### src/verilog/gp_timer_pkg.sv
// shared constants and types for the general timer
package gp_timer_pkg;
    // oscillator cycles per machine cycle
    localparam int unsigned mc_div = 6;
    localparam logic [2:0] mc_last = 3'h5;
    localparam logic [15:0] count_zero = 16'h0000;
    localparam logic [15:0] count_ones = 16'hffff;
    localparam logic [5:0] presc_zero = 6'h00;
    localparam logic [2:0] mc_zero = 3'h0;
    // prescale masks: machine cycles per tick minus one
    localparam logic [5:0] presc_div1 = 6'h00;
    localparam logic [5:0] presc_div2 = 6'h01;
    localparam logic [5:0] presc_div4 = 6'h03;
    localparam logic [5:0] presc_div8 = 6'h07;
    localparam logic [5:0] presc_div16 = 6'h0f;
    localparam logic [5:0] presc_div32 = 6'h1f;
    localparam logic [1:0] src_stop = 2'h0;
    localparam logic [1:0] src_timer = 2'h1;
    localparam logic [1:0] src_count = 2'h2;
    localparam logic [1:0] src_gated = 2'h3;

    typedef struct packed {
        logic prescale_range_bit;
        logic prescale_extra_bit;
        logic prescale_sel_hi;
        logic prescale_sel_lo;
        logic reload_mode_hi;
        logic reload_mode_lo;
        logic input_sel_hi;
        logic input_sel_lo;
    } timer_cfg_t;

    typedef struct packed {
        logic gp_timer_irq_enable;
        logic ext_reload_irq_enable;
    } irq_cfg_t;

    typedef struct packed {
        logic gp_timer_overflow_flag;
        logic ext_reload_flag;
    } irq_flags_t;
endpackage
### src/verilog/gp_timer.sv
// 16-bit general timer with reload, event counter and gated modes
`timescale 1ns/1ps
`default_nettype none
module gp_timer
    import gp_timer_pkg::*;
(
    input wire logic clock,
    input wire logic rst_b,
    input wire timer_cfg_t cfg,
    input wire irq_cfg_t irq_cfg,
    input wire logic [15:0] reload_value,
    input wire logic count_gate_pin,
    input wire logic reload_trigger_pin,
    input wire irq_flags_t flag_clear,
    output timer_cfg_t cfg_readback,
    output logic [15:0] count,
    output irq_flags_t flags,
    output logic timer_irq
);
    logic [2:0] mc_cnt_r;
    logic mc_tick;
    logic [5:0] presc_r;
    logic [5:0] presc_mask;
    logic presc_tick;
    logic gate_s1_r, gate_s2_r, gate_smp_r;
    logic trig_s1_r, trig_s2_r, trig_smp_r;
    logic count_edge_r, reload_edge_r;
    logic [1:0] src;
    logic inc;
    logic ovf;
    logic reload_ovf, reload_ext;
    logic [15:0] count_r;
    irq_flags_t flags_r;

    always_ff @(posedge clock or negedge rst_b) begin
        if (!rst_b) begin
            mc_cnt_r <= mc_zero;
        end else if (mc_cnt_r == mc_last) begin
            mc_cnt_r <= mc_zero;
        end else begin
            mc_cnt_r <= mc_cnt_r + 3'h1;
        end
    end
    assign mc_tick = (mc_cnt_r == mc_last);

    // prescale ratio as power-of-two mask over machine cycles
    always_comb begin
        case ({cfg.prescale_sel_hi, cfg.prescale_sel_lo, cfg.prescale_extra_bit})
            3'h0: presc_mask = presc_div1;
            3'h1: presc_mask = presc_div4;
            3'h2: presc_mask = presc_div2;
            3'h3: presc_mask = presc_div8;
            3'h4: presc_mask = presc_div4;
            3'h5: presc_mask = presc_div16;
            3'h6: presc_mask = presc_div8;
            default: presc_mask = presc_div32;
        endcase
        if (cfg.prescale_range_bit) begin
            presc_mask = {presc_mask[4:0], 1'b1};
        end
    end

    always_ff @(posedge clock or negedge rst_b) begin
        if (!rst_b) begin
            presc_r <= presc_zero;
        end else if (mc_tick) begin
            presc_r <= presc_tick ? presc_zero : presc_r + 6'h01;
        end
    end
    assign presc_tick = mc_tick && ((presc_r & presc_mask) == presc_mask);

    // pin synchronisers then machine cycle samples
    always_ff @(posedge clock or negedge rst_b) begin
        if (!rst_b) begin
            gate_s1_r <= 1'b0;
            gate_s2_r <= 1'b0;
            trig_s1_r <= 1'b0;
            trig_s2_r <= 1'b0;
        end else begin
            gate_s1_r <= count_gate_pin;
            gate_s2_r <= gate_s1_r;
            trig_s1_r <= reload_trigger_pin;
            trig_s2_r <= trig_s1_r;
        end
    end

    // sample once per machine cycle, edge acts next machine cycle
    always_ff @(posedge clock or negedge rst_b) begin
        if (!rst_b) begin
            gate_smp_r <= 1'b0;
            trig_smp_r <= 1'b0;
            count_edge_r <= 1'b0;
            reload_edge_r <= 1'b0;
        end else if (mc_tick) begin
            gate_smp_r <= gate_s2_r;
            trig_smp_r <= trig_s2_r;
            count_edge_r <= gate_smp_r && !gate_s2_r;
            reload_edge_r <= trig_smp_r && !trig_s2_r;
        end
    end

    assign src = {cfg.input_sel_hi, cfg.input_sel_lo};
    always_comb begin
        case (src)
            src_timer: inc = presc_tick;
            src_count: inc = mc_tick && count_edge_r;
            src_gated: inc = presc_tick && gate_smp_r;
            default: inc = 1'b0;
        endcase
    end

    assign ovf = inc && (count_r == count_ones);
    assign reload_ovf = ovf && cfg.reload_mode_hi && !cfg.reload_mode_lo;
    assign reload_ext = mc_tick && reload_edge_r && cfg.reload_mode_hi && cfg.reload_mode_lo;

    always_ff @(posedge clock or negedge rst_b) begin
        if (!rst_b) begin
            count_r <= count_zero;
        end else if (reload_ovf || reload_ext) begin
            count_r <= reload_value;
        end else if (inc) begin
            count_r <= count_r + 16'h0001;
        end
    end

    // sticky flags, set wins over clear
    always_ff @(posedge clock or negedge rst_b) begin
        if (!rst_b) begin
            flags_r <= '0;
        end else begin
            flags_r.gp_timer_overflow_flag <= ovf
                || (flags_r.gp_timer_overflow_flag && !flag_clear.gp_timer_overflow_flag);
            flags_r.ext_reload_flag <= (reload_ext && irq_cfg.ext_reload_irq_enable)
                || (flags_r.ext_reload_flag && !flag_clear.ext_reload_flag);
        end
    end

    // shared interrupt request gated by enable
    assign timer_irq = irq_cfg.gp_timer_irq_enable
        && (flags_r.gp_timer_overflow_flag || flags_r.ext_reload_flag);
    assign cfg_readback = cfg;
    assign count = count_r;
    assign flags = flags_r;
endmodule
`default_nettype wire

### config.mk
export PLATFORM = sky130hd
export DESIGN_NAME = gp_timer
export DESIGN_NICKNAME = d
export VERILOG_FILES = /design/src/verilog/gp_timer_pkg.sv /design/src/verilog/gp_timer.sv
export SDC_FILE = /design/constraint.sdc
export NUM_CORES = 1
export LEC_CHECK = 0
export ABC_AREA = 1
export BUFFER_PORTS_ARGS = -buffer_cell sky130_fd_sc_hd__clkbuf_2
export CORE_ASPECT_RATIO = 1.4
export CORE_MARGIN = 3
export CORE_UTILIZATION = 50
export CTS_BUF_LIST = sky130_fd_sc_hd__clkbuf_16
export DETAILED_ROUTE_END_ITERATION = 7
export PLACE_DENSITY = 0.81
export RECOVER_POWER = 50
export SLEW_MARGIN = 20
export SYNTH_ARGS = -nofsm -noshare
export SYNTH_HDL_FRONTEND = slang
export SYNTH_SLANG_ARGS = --single-unit
### constraint.sdc
create_clock -name clock -period 4.75 [get_ports clock]
set_clock_uncertainty 0.1 [all_clocks]
set_input_delay 0.7125 -clock clock [delete_from_list [all_inputs] [get_ports clock]]
set_output_delay 0.7125 -clock clock [all_outputs]
set_load 0.02 [all_outputs]
==> results.sh, run 1 <==
export IMPL_clk_pin_slew_ns=0.06
export IMPL_synth_cell_types=31
export IMPL_total_power_w=0.000981
export IMPL_n_antenna_cell=0
export IMPL_rows=27
export IMPL_dp_slack_ns=2.15
export IMPL_synth_top_cell_by_area="dfrtp_1"
export IMPL_fin_crit_sh=0.578
export IMPL_cts_setup_buffers=0
export IMPL_port_buffers=58
export IMPL_path_class="reg2reg"
export IMPL_globalplace_congestion=0.808
export IMPL_gr_usage_all_layers=0.204
export IMPL_power_frac_seq=0.390
export IMPL_numCtsBuffers=5
export IMPL_die_area_um2=5170
export IMPL_routed_wl_um=4740
export IMPL_ys_top_cells_by_area="dfrtp_1 40%, nand2_1 13%, nand3_1 6.9%"
export IMPL_die_h_um=83.9
export IMPL_rsz0062_at_grt="false"
export IMPL_powerDensity_nw_per_um2=379
export IMPL_grt_pass1_wl_um=8290
export IMPL_antenna_found_initial=0
export IMPL_pwr_share_clk=0.431
export IMPL_p_leak_nw=1.38
export IMPL_async_flop_share=1.00
export IMPL_place_area_um2=2410
export IMPL_setup_viol=0
export IMPL_finalHoldViolations=0
export IMPL_status="finished, violations left"
export IMPL_startpoint_type="flip-flop"
export IMPL_wl_per_cell_um=12.4
export IMPL_comb_power_share=0.179
export IMPL_yosysWarnings=0
export IMPL_initial_core_util=0.535
export IMPL_place_hpwl_um=3400
export IMPL_drc=0
export IMPL_final_common_cell="nand2_1"
export IMPL_relSlewSlack=-0.197
export IMPL_synth_top_area_share=0.404
export IMPL_ctsRootBufferMaster="clkbuf_16"
export IMPL_seq_area_um2=876
export IMPL_grt_max_degree=36
export IMPL_cts_resized=0
export IMPL_drive_gt1_frac=0.222
export IMPL_p_switching_w=0.000275
export IMPL_dr_pass1_iters=4
export IMPL_worst_pin_slew_ns=1.80
export IMPL_vdd_ir_drop_max_v=0.000215
export IMPL_worstPathMaxFanout=31
export IMPL_fin_tns_setup_ns=0
export IMPL_fin_hold_ws_ns=0.244
export IMPL_fin_crit_ns=2.75
export IMPL_syn_nets=322
export IMPL_area_growth_pct=19.3
export IMPL_io_pins=59
export IMPL_cp_end_kind="flip-flop"
export IMPL_dominantRegCellSynth="dfrtp_1"
export IMPL_netlist_area_um2=2170
export IMPL_num_vias=2017
export IMPL_layout_nets=371
export IMPL_p_int_w=0.000706
export IMPL_syn_avg_cell_area_um2=7.52
export IMPL_seq_area_frac_synth=0.404
export IMPL_violations="capacitance limit, slew limit"
export IMPL_ant_nets=0
export IMPL_synth_edf_count=0
export IMPL_ys_ff_latch=35
export IMPL_fin_area_um2=2590
export IMPL_fp_dieW_um=61.6
export IMPL_finalMaxSlewViolations=36
export IMPL_layout_common_cells="77 x nand2_1, 57 x clkbuf_2, 36 x inv_1, 35 x dfrtp_1, 30 x nand3_1"
export IMPL_arrival_ns=2.81
export IMPL_cts_buffer_depth=2
export IMPL_fmax_ghz=0.364
export IMPL_power_switching_share=0.281
export IMPL_coreArea_um2=4050
export IMPL_cts_sinks=35
export IMPL_critPathRequiredTime_ns=4.81
export IMPL_viasPerCell=5.29
export IMPL_overflow=0
export IMPL_hold_class="reg2reg"
export IMPL_fillerInstances=366
export IMPL_first_global_vias=1975
export IMPL_setup_ws_ns=2.00
export IMPL_drt_first_iter_violations=80
export IMPL_synth_cells=288
export IMPL_multi_input_area_um2=1040
export IMPL_cts_tree="built"
export IMPL_clock_latency_ns=0.28
export IMPL_htreeDepth=2
export IMPL_drv_cap=1
export IMPL_cts_hold_buf=0
==> registers in the layout, summed over array words and instances, names as in the netlist <==
name           count
count             16
presc_r            6
mc_cnt_r           3
flags              2
count_edge_r       1
gate_s1_r          1
gate_s2_r          1
gate_smp_r         1
reload_edge_r      1
trig_s1_r          1
trig_s2_r          1
trig_smp_r         1
==> through the flow <==
| stage | cells | util |
|---|---|---|
| 6_report | 381 | 0.638 |
| 3_3_place_gp | 373 | 0.595 |
| 5_1_grt | 381 | 0.638 |
| 2_1_floorplan | 288 | - |
| 4_1_cts | 381 | 0.643 |
| 3_5_place_dp | 373 | 0.595 |
==> worst paths after layout <==
check                                     end  slack [ns]  cells after the start   startpoint
worst max-delay path                count[14]        2.00                     11  mc_cnt_r[0]
worst min-delay path                gate_s2_r        0.24                      0    gate_s1_r
worst max register to register      count[14]        2.00                     11  mc_cnt_r[0]
worst min register to register      gate_s2_r        0.24                      0    gate_s1_r
max in group asynchronous          presc_r[5]        2.70                      1        rst_b
min in group asynchronous       reload_edge_r        0.81                      1        rst_b
==> logic make-up after synthesis <==
| kind of cell | Yosys count | synth area share |
|---|---|---|
| xor+xnor | 15 | 0.0606 |
| compound gates | 17 | 0.0485 |
| fa+ha+maj | 2 | 0.0115 |
| flops | 35 | 0.404 |
| buf+inv | 53 | 0.111 |
| simple gates | 166 | 0.364 |
==> Yosys cell counts (2+ instances only) <==
cell and instances:
nor2_2 3, nand2_4 2, or2_2 2, buf_4 8, dfrtp_1 35, xor2_1 11
buf_2 4, a22o_1 2, nand2_1 76, xnor2_1 4, inv_1 36, ha_1 2
nand4_1 20, nand3b_1 2, a21oi_1 4, o21ai_0 5, nor2_1 25, clkbuf_1 4
nand3_1 30, o21bai_1 2
==> area by class of cell <==
type                            count  area share
Timing Repair Buffer               59       0.113
Sequential cell                    35       0.339
Clock inverter                      3      0.0261
Clock buffer                        5      0.0484
Inverter                           36      0.0522
Multi-Input combinational cell    200       0.401
Tap cell                           43      0.0208
==> layer usage <==
metal | GRT usage | up-vias | wire (um)
li1 | - | 1014 | -
met1 | 0.239 | 952 | 1970
met2 | 0.358 | 46 | 2510
met3 | 0.0372 | 5 | 189
met4 | 0.0598 | 0 | 61
met5 | 0 | - | 0
==> worst max-delay path, stage by stage, from the launching register on <==
cell and delay (ns):
dfrtp_1 0.37, nand2_1 0.09, nor2_1 0.48, nand2_1 0.13, a21oi_1 0.21, nand4_2 0.16
nand2_4 0.22, nand3_4 0.33, nand2_4 0.30, nand2_1 0.10, nand2_1 0.08, nand2_1 0.06
==> power by group through the flow <==
stage	sequential, W	clock [W]	combinational, W
floorplan	0.000405	0	0.0000914
global placement	0.000385	0	0.000173
detailed placement	0.000386	0	0.000177
CTS	0.000382	0.000426	0.000179
global route	0.000389	0.000439	0.000199
finish	0.000383	0.000423	0.000175
Power figures use the tool's default switching activity.
==> run 2, diff against run 1 <==
- clock period: 4.75 -> 2.64 ns (I/O delays scaled with it)
==> results.sh, run 2 (synthesis gave the netlist of run 1 again) <==
export IMPL_fin_hold_ws_ns=0.122
export IMPL_place_area_um2=2420
export IMPL_arrival_ns=2.30
export IMPL_status="finished, violations left"
export IMPL_largest_register_ffs=16
export IMPL_overflow=0
export IMPL_grt_max_degree=36
export IMPL_cts_resized=0
export IMPL_busiest_layer="met2"
export IMPL_cts_setup_buffers=0
export IMPL_powerDensity_nw_per_um2=677
export IMPL_drive_gt1_frac=0.215
export IMPL_worst_pin_slew_ns=1.85
export IMPL_dr_pass1_iters=4
export IMPL_viasPerCell=5.38
export IMPL_first_global_vias=1919
export IMPL_rsz0062_at_grt="false"
export IMPL_power_frac_seq=0.392
export IMPL_p_switching_w=0.000493
export IMPL_violations="capacitance limit, slew limit"
export IMPL_cts_buffer_depth=2
export IMPL_worstPathMaxFanout=18
export IMPL_hold_class="in2reg"
export IMPL_cts_tree="built"
export IMPL_die_h_um=83.9
export IMPL_antenna_found_initial=0
export IMPL_grtUsageMet3=0.0341
export IMPL_power_switching_share=0.280
export IMPL_relSlewSlack=-0.233
export IMPL_initial_core_util=0.535
export IMPL_r2r_slack_ns=0.40
export IMPL_grt_pass1_wl_um=8100
export IMPL_startpoint_type="flip-flop"
export IMPL_rows=27
export IMPL_place_hpwl_um=3600
export IMPL_cts_hold_buf=0
export IMPL_comb_power_share=0.181
export IMPL_die_area_um2=5170
export IMPL_drv_cap=1
export IMPL_clock_latency_ns=0.28
export IMPL_num_vias=2055
export IMPL_globalplace_congestion=0.882
export IMPL_fp_dieW_um=61.6
export IMPL_final_common_cell="nand2_1"
export IMPL_ctsRootBufferMaster="clkbuf_16"
export IMPL_ant_nets=0
export IMPL_met2_usage=0.349
export IMPL_fmax_ghz=0.446
export IMPL_port_buffers=58
export IMPL_p_leak_nw=1.37
export IMPL_max_stage_delay_ns=0.42
export IMPL_vdd_ir_drop_max_v=0.000518
export IMPL_numCtsBuffers=5
export IMPL_path_class="reg2reg"
export IMPL_critPathRequiredTime_ns=2.70
export IMPL_n_antenna_cell=0
export IMPL_coreArea_um2=4050
export IMPL_fin_crit_sh=0.849
export IMPL_wl_per_cell_um=12.8
export IMPL_layout_nets=372
export IMPL_gr_usage_all_layers=0.200
export IMPL_use_met1=0.243
export IMPL_routed_wl_um=4910
export IMPL_area_growth_pct=20.0
export IMPL_drt_first_iter_violations=122
export IMPL_path_common_cell="nor2_2"
export IMPL_fin_area_um2=2600
export IMPL_drc=0
export IMPL_p_int_w=0.00127
export IMPL_setup_viol=0
export IMPL_finalMaxSlewViolations=36
export IMPL_finalHoldViolations=0
export IMPL_fin_tns_setup_ns=0
export IMPL_cts_sinks=35
export IMPL_htreeDepth=2
export IMPL_cp_end_kind="flip-flop"
export IMPL_postLayoutCoreUtil=0.642
export IMPL_clk_pin_slew_ns=0.06
export IMPL_cp_slowest_cell="dfrtp_1"
export IMPL_io_pins=59
export IMPL_crit_chain="ha_1 -> nand3_2 -> nor2_2 -> nand2_1 -> nor2_2 -> nand3_1 -> nor2_2 -> nand3_4 -> buf_4 -> nand3b_1 -> nand3_1"
export IMPL_fin_crit_ns=2.24
export IMPL_layout_common_cells="77 x nand2_1, 51 x clkbuf_2, 36 x inv_1, 35 x dfrtp_1, 30 x nand3_1"
export IMPL_pwr_share_clk=0.427
==> run 2: power groups by stage <==
stage	registers, W	logic [W]	clock network, W
floorplan	0.000729	0.000164	0
global placement	0.000693	0.000314	0
detailed placement	0.000697	0.000320	0
CTS	0.000688	0.000324	0.000763
global route	0.000700	0.000356	0.000782
finish	0.000690	0.000318	0.000753
==> run 2: metrics by stage <==
stage,total power [W],instances,setup WS [ns]
finish,0.00176,382,0.399
detailed placement,0.00102,374,0.403
CTS,0.00177,382,0.387
global placement,0.00101,374,0.488
global route,0.00184,382,0.128
floorplan,0.000894,288,0.569
==> run 2: layout make-up <==
class	instances	area [um^2]
fill	363	1450
multi-input combinational	200	1050
tap	43	53.8
inverter	36	135
clock inverter	3	67.6
sequential	35	876
clock buffer	5	125
timing repair buffer	60	297
==> run 2: final timing paths <==
kind	startpoint	endpoint	cells after the start
worst min register to register	gate_s1_r	gate_s2_r	0
worst max-delay path	count[0]	count[13]	11
worst min-delay path	count_gate_pin	gate_s1_r	1
min in group asynchronous	rst_b	gate_s2_r	1
max in group asynchronous	rst_b	presc_r[5]	1
worst max register to register	count[0]	count[13]	11
==> run 2: worst max-delay path, delay by kind of cell (launching register included) <==
kind          cells  cell delay, ns
fa+ha+maj         1            0.23
buf+inv           1            0.26
flops             1            0.42
simple gates      9            1.12
==> run 2: routing by layer <==
| layer | part of all wire | wire length [um] |
|---|---|---|
| met1 | 0.40 | 1950 |
| met2 | 0.54 | 2660 |
| met3 | 0.045 | 223 |
| met4 | 0.015 | 73 |
| met5 | 0 | 0 |
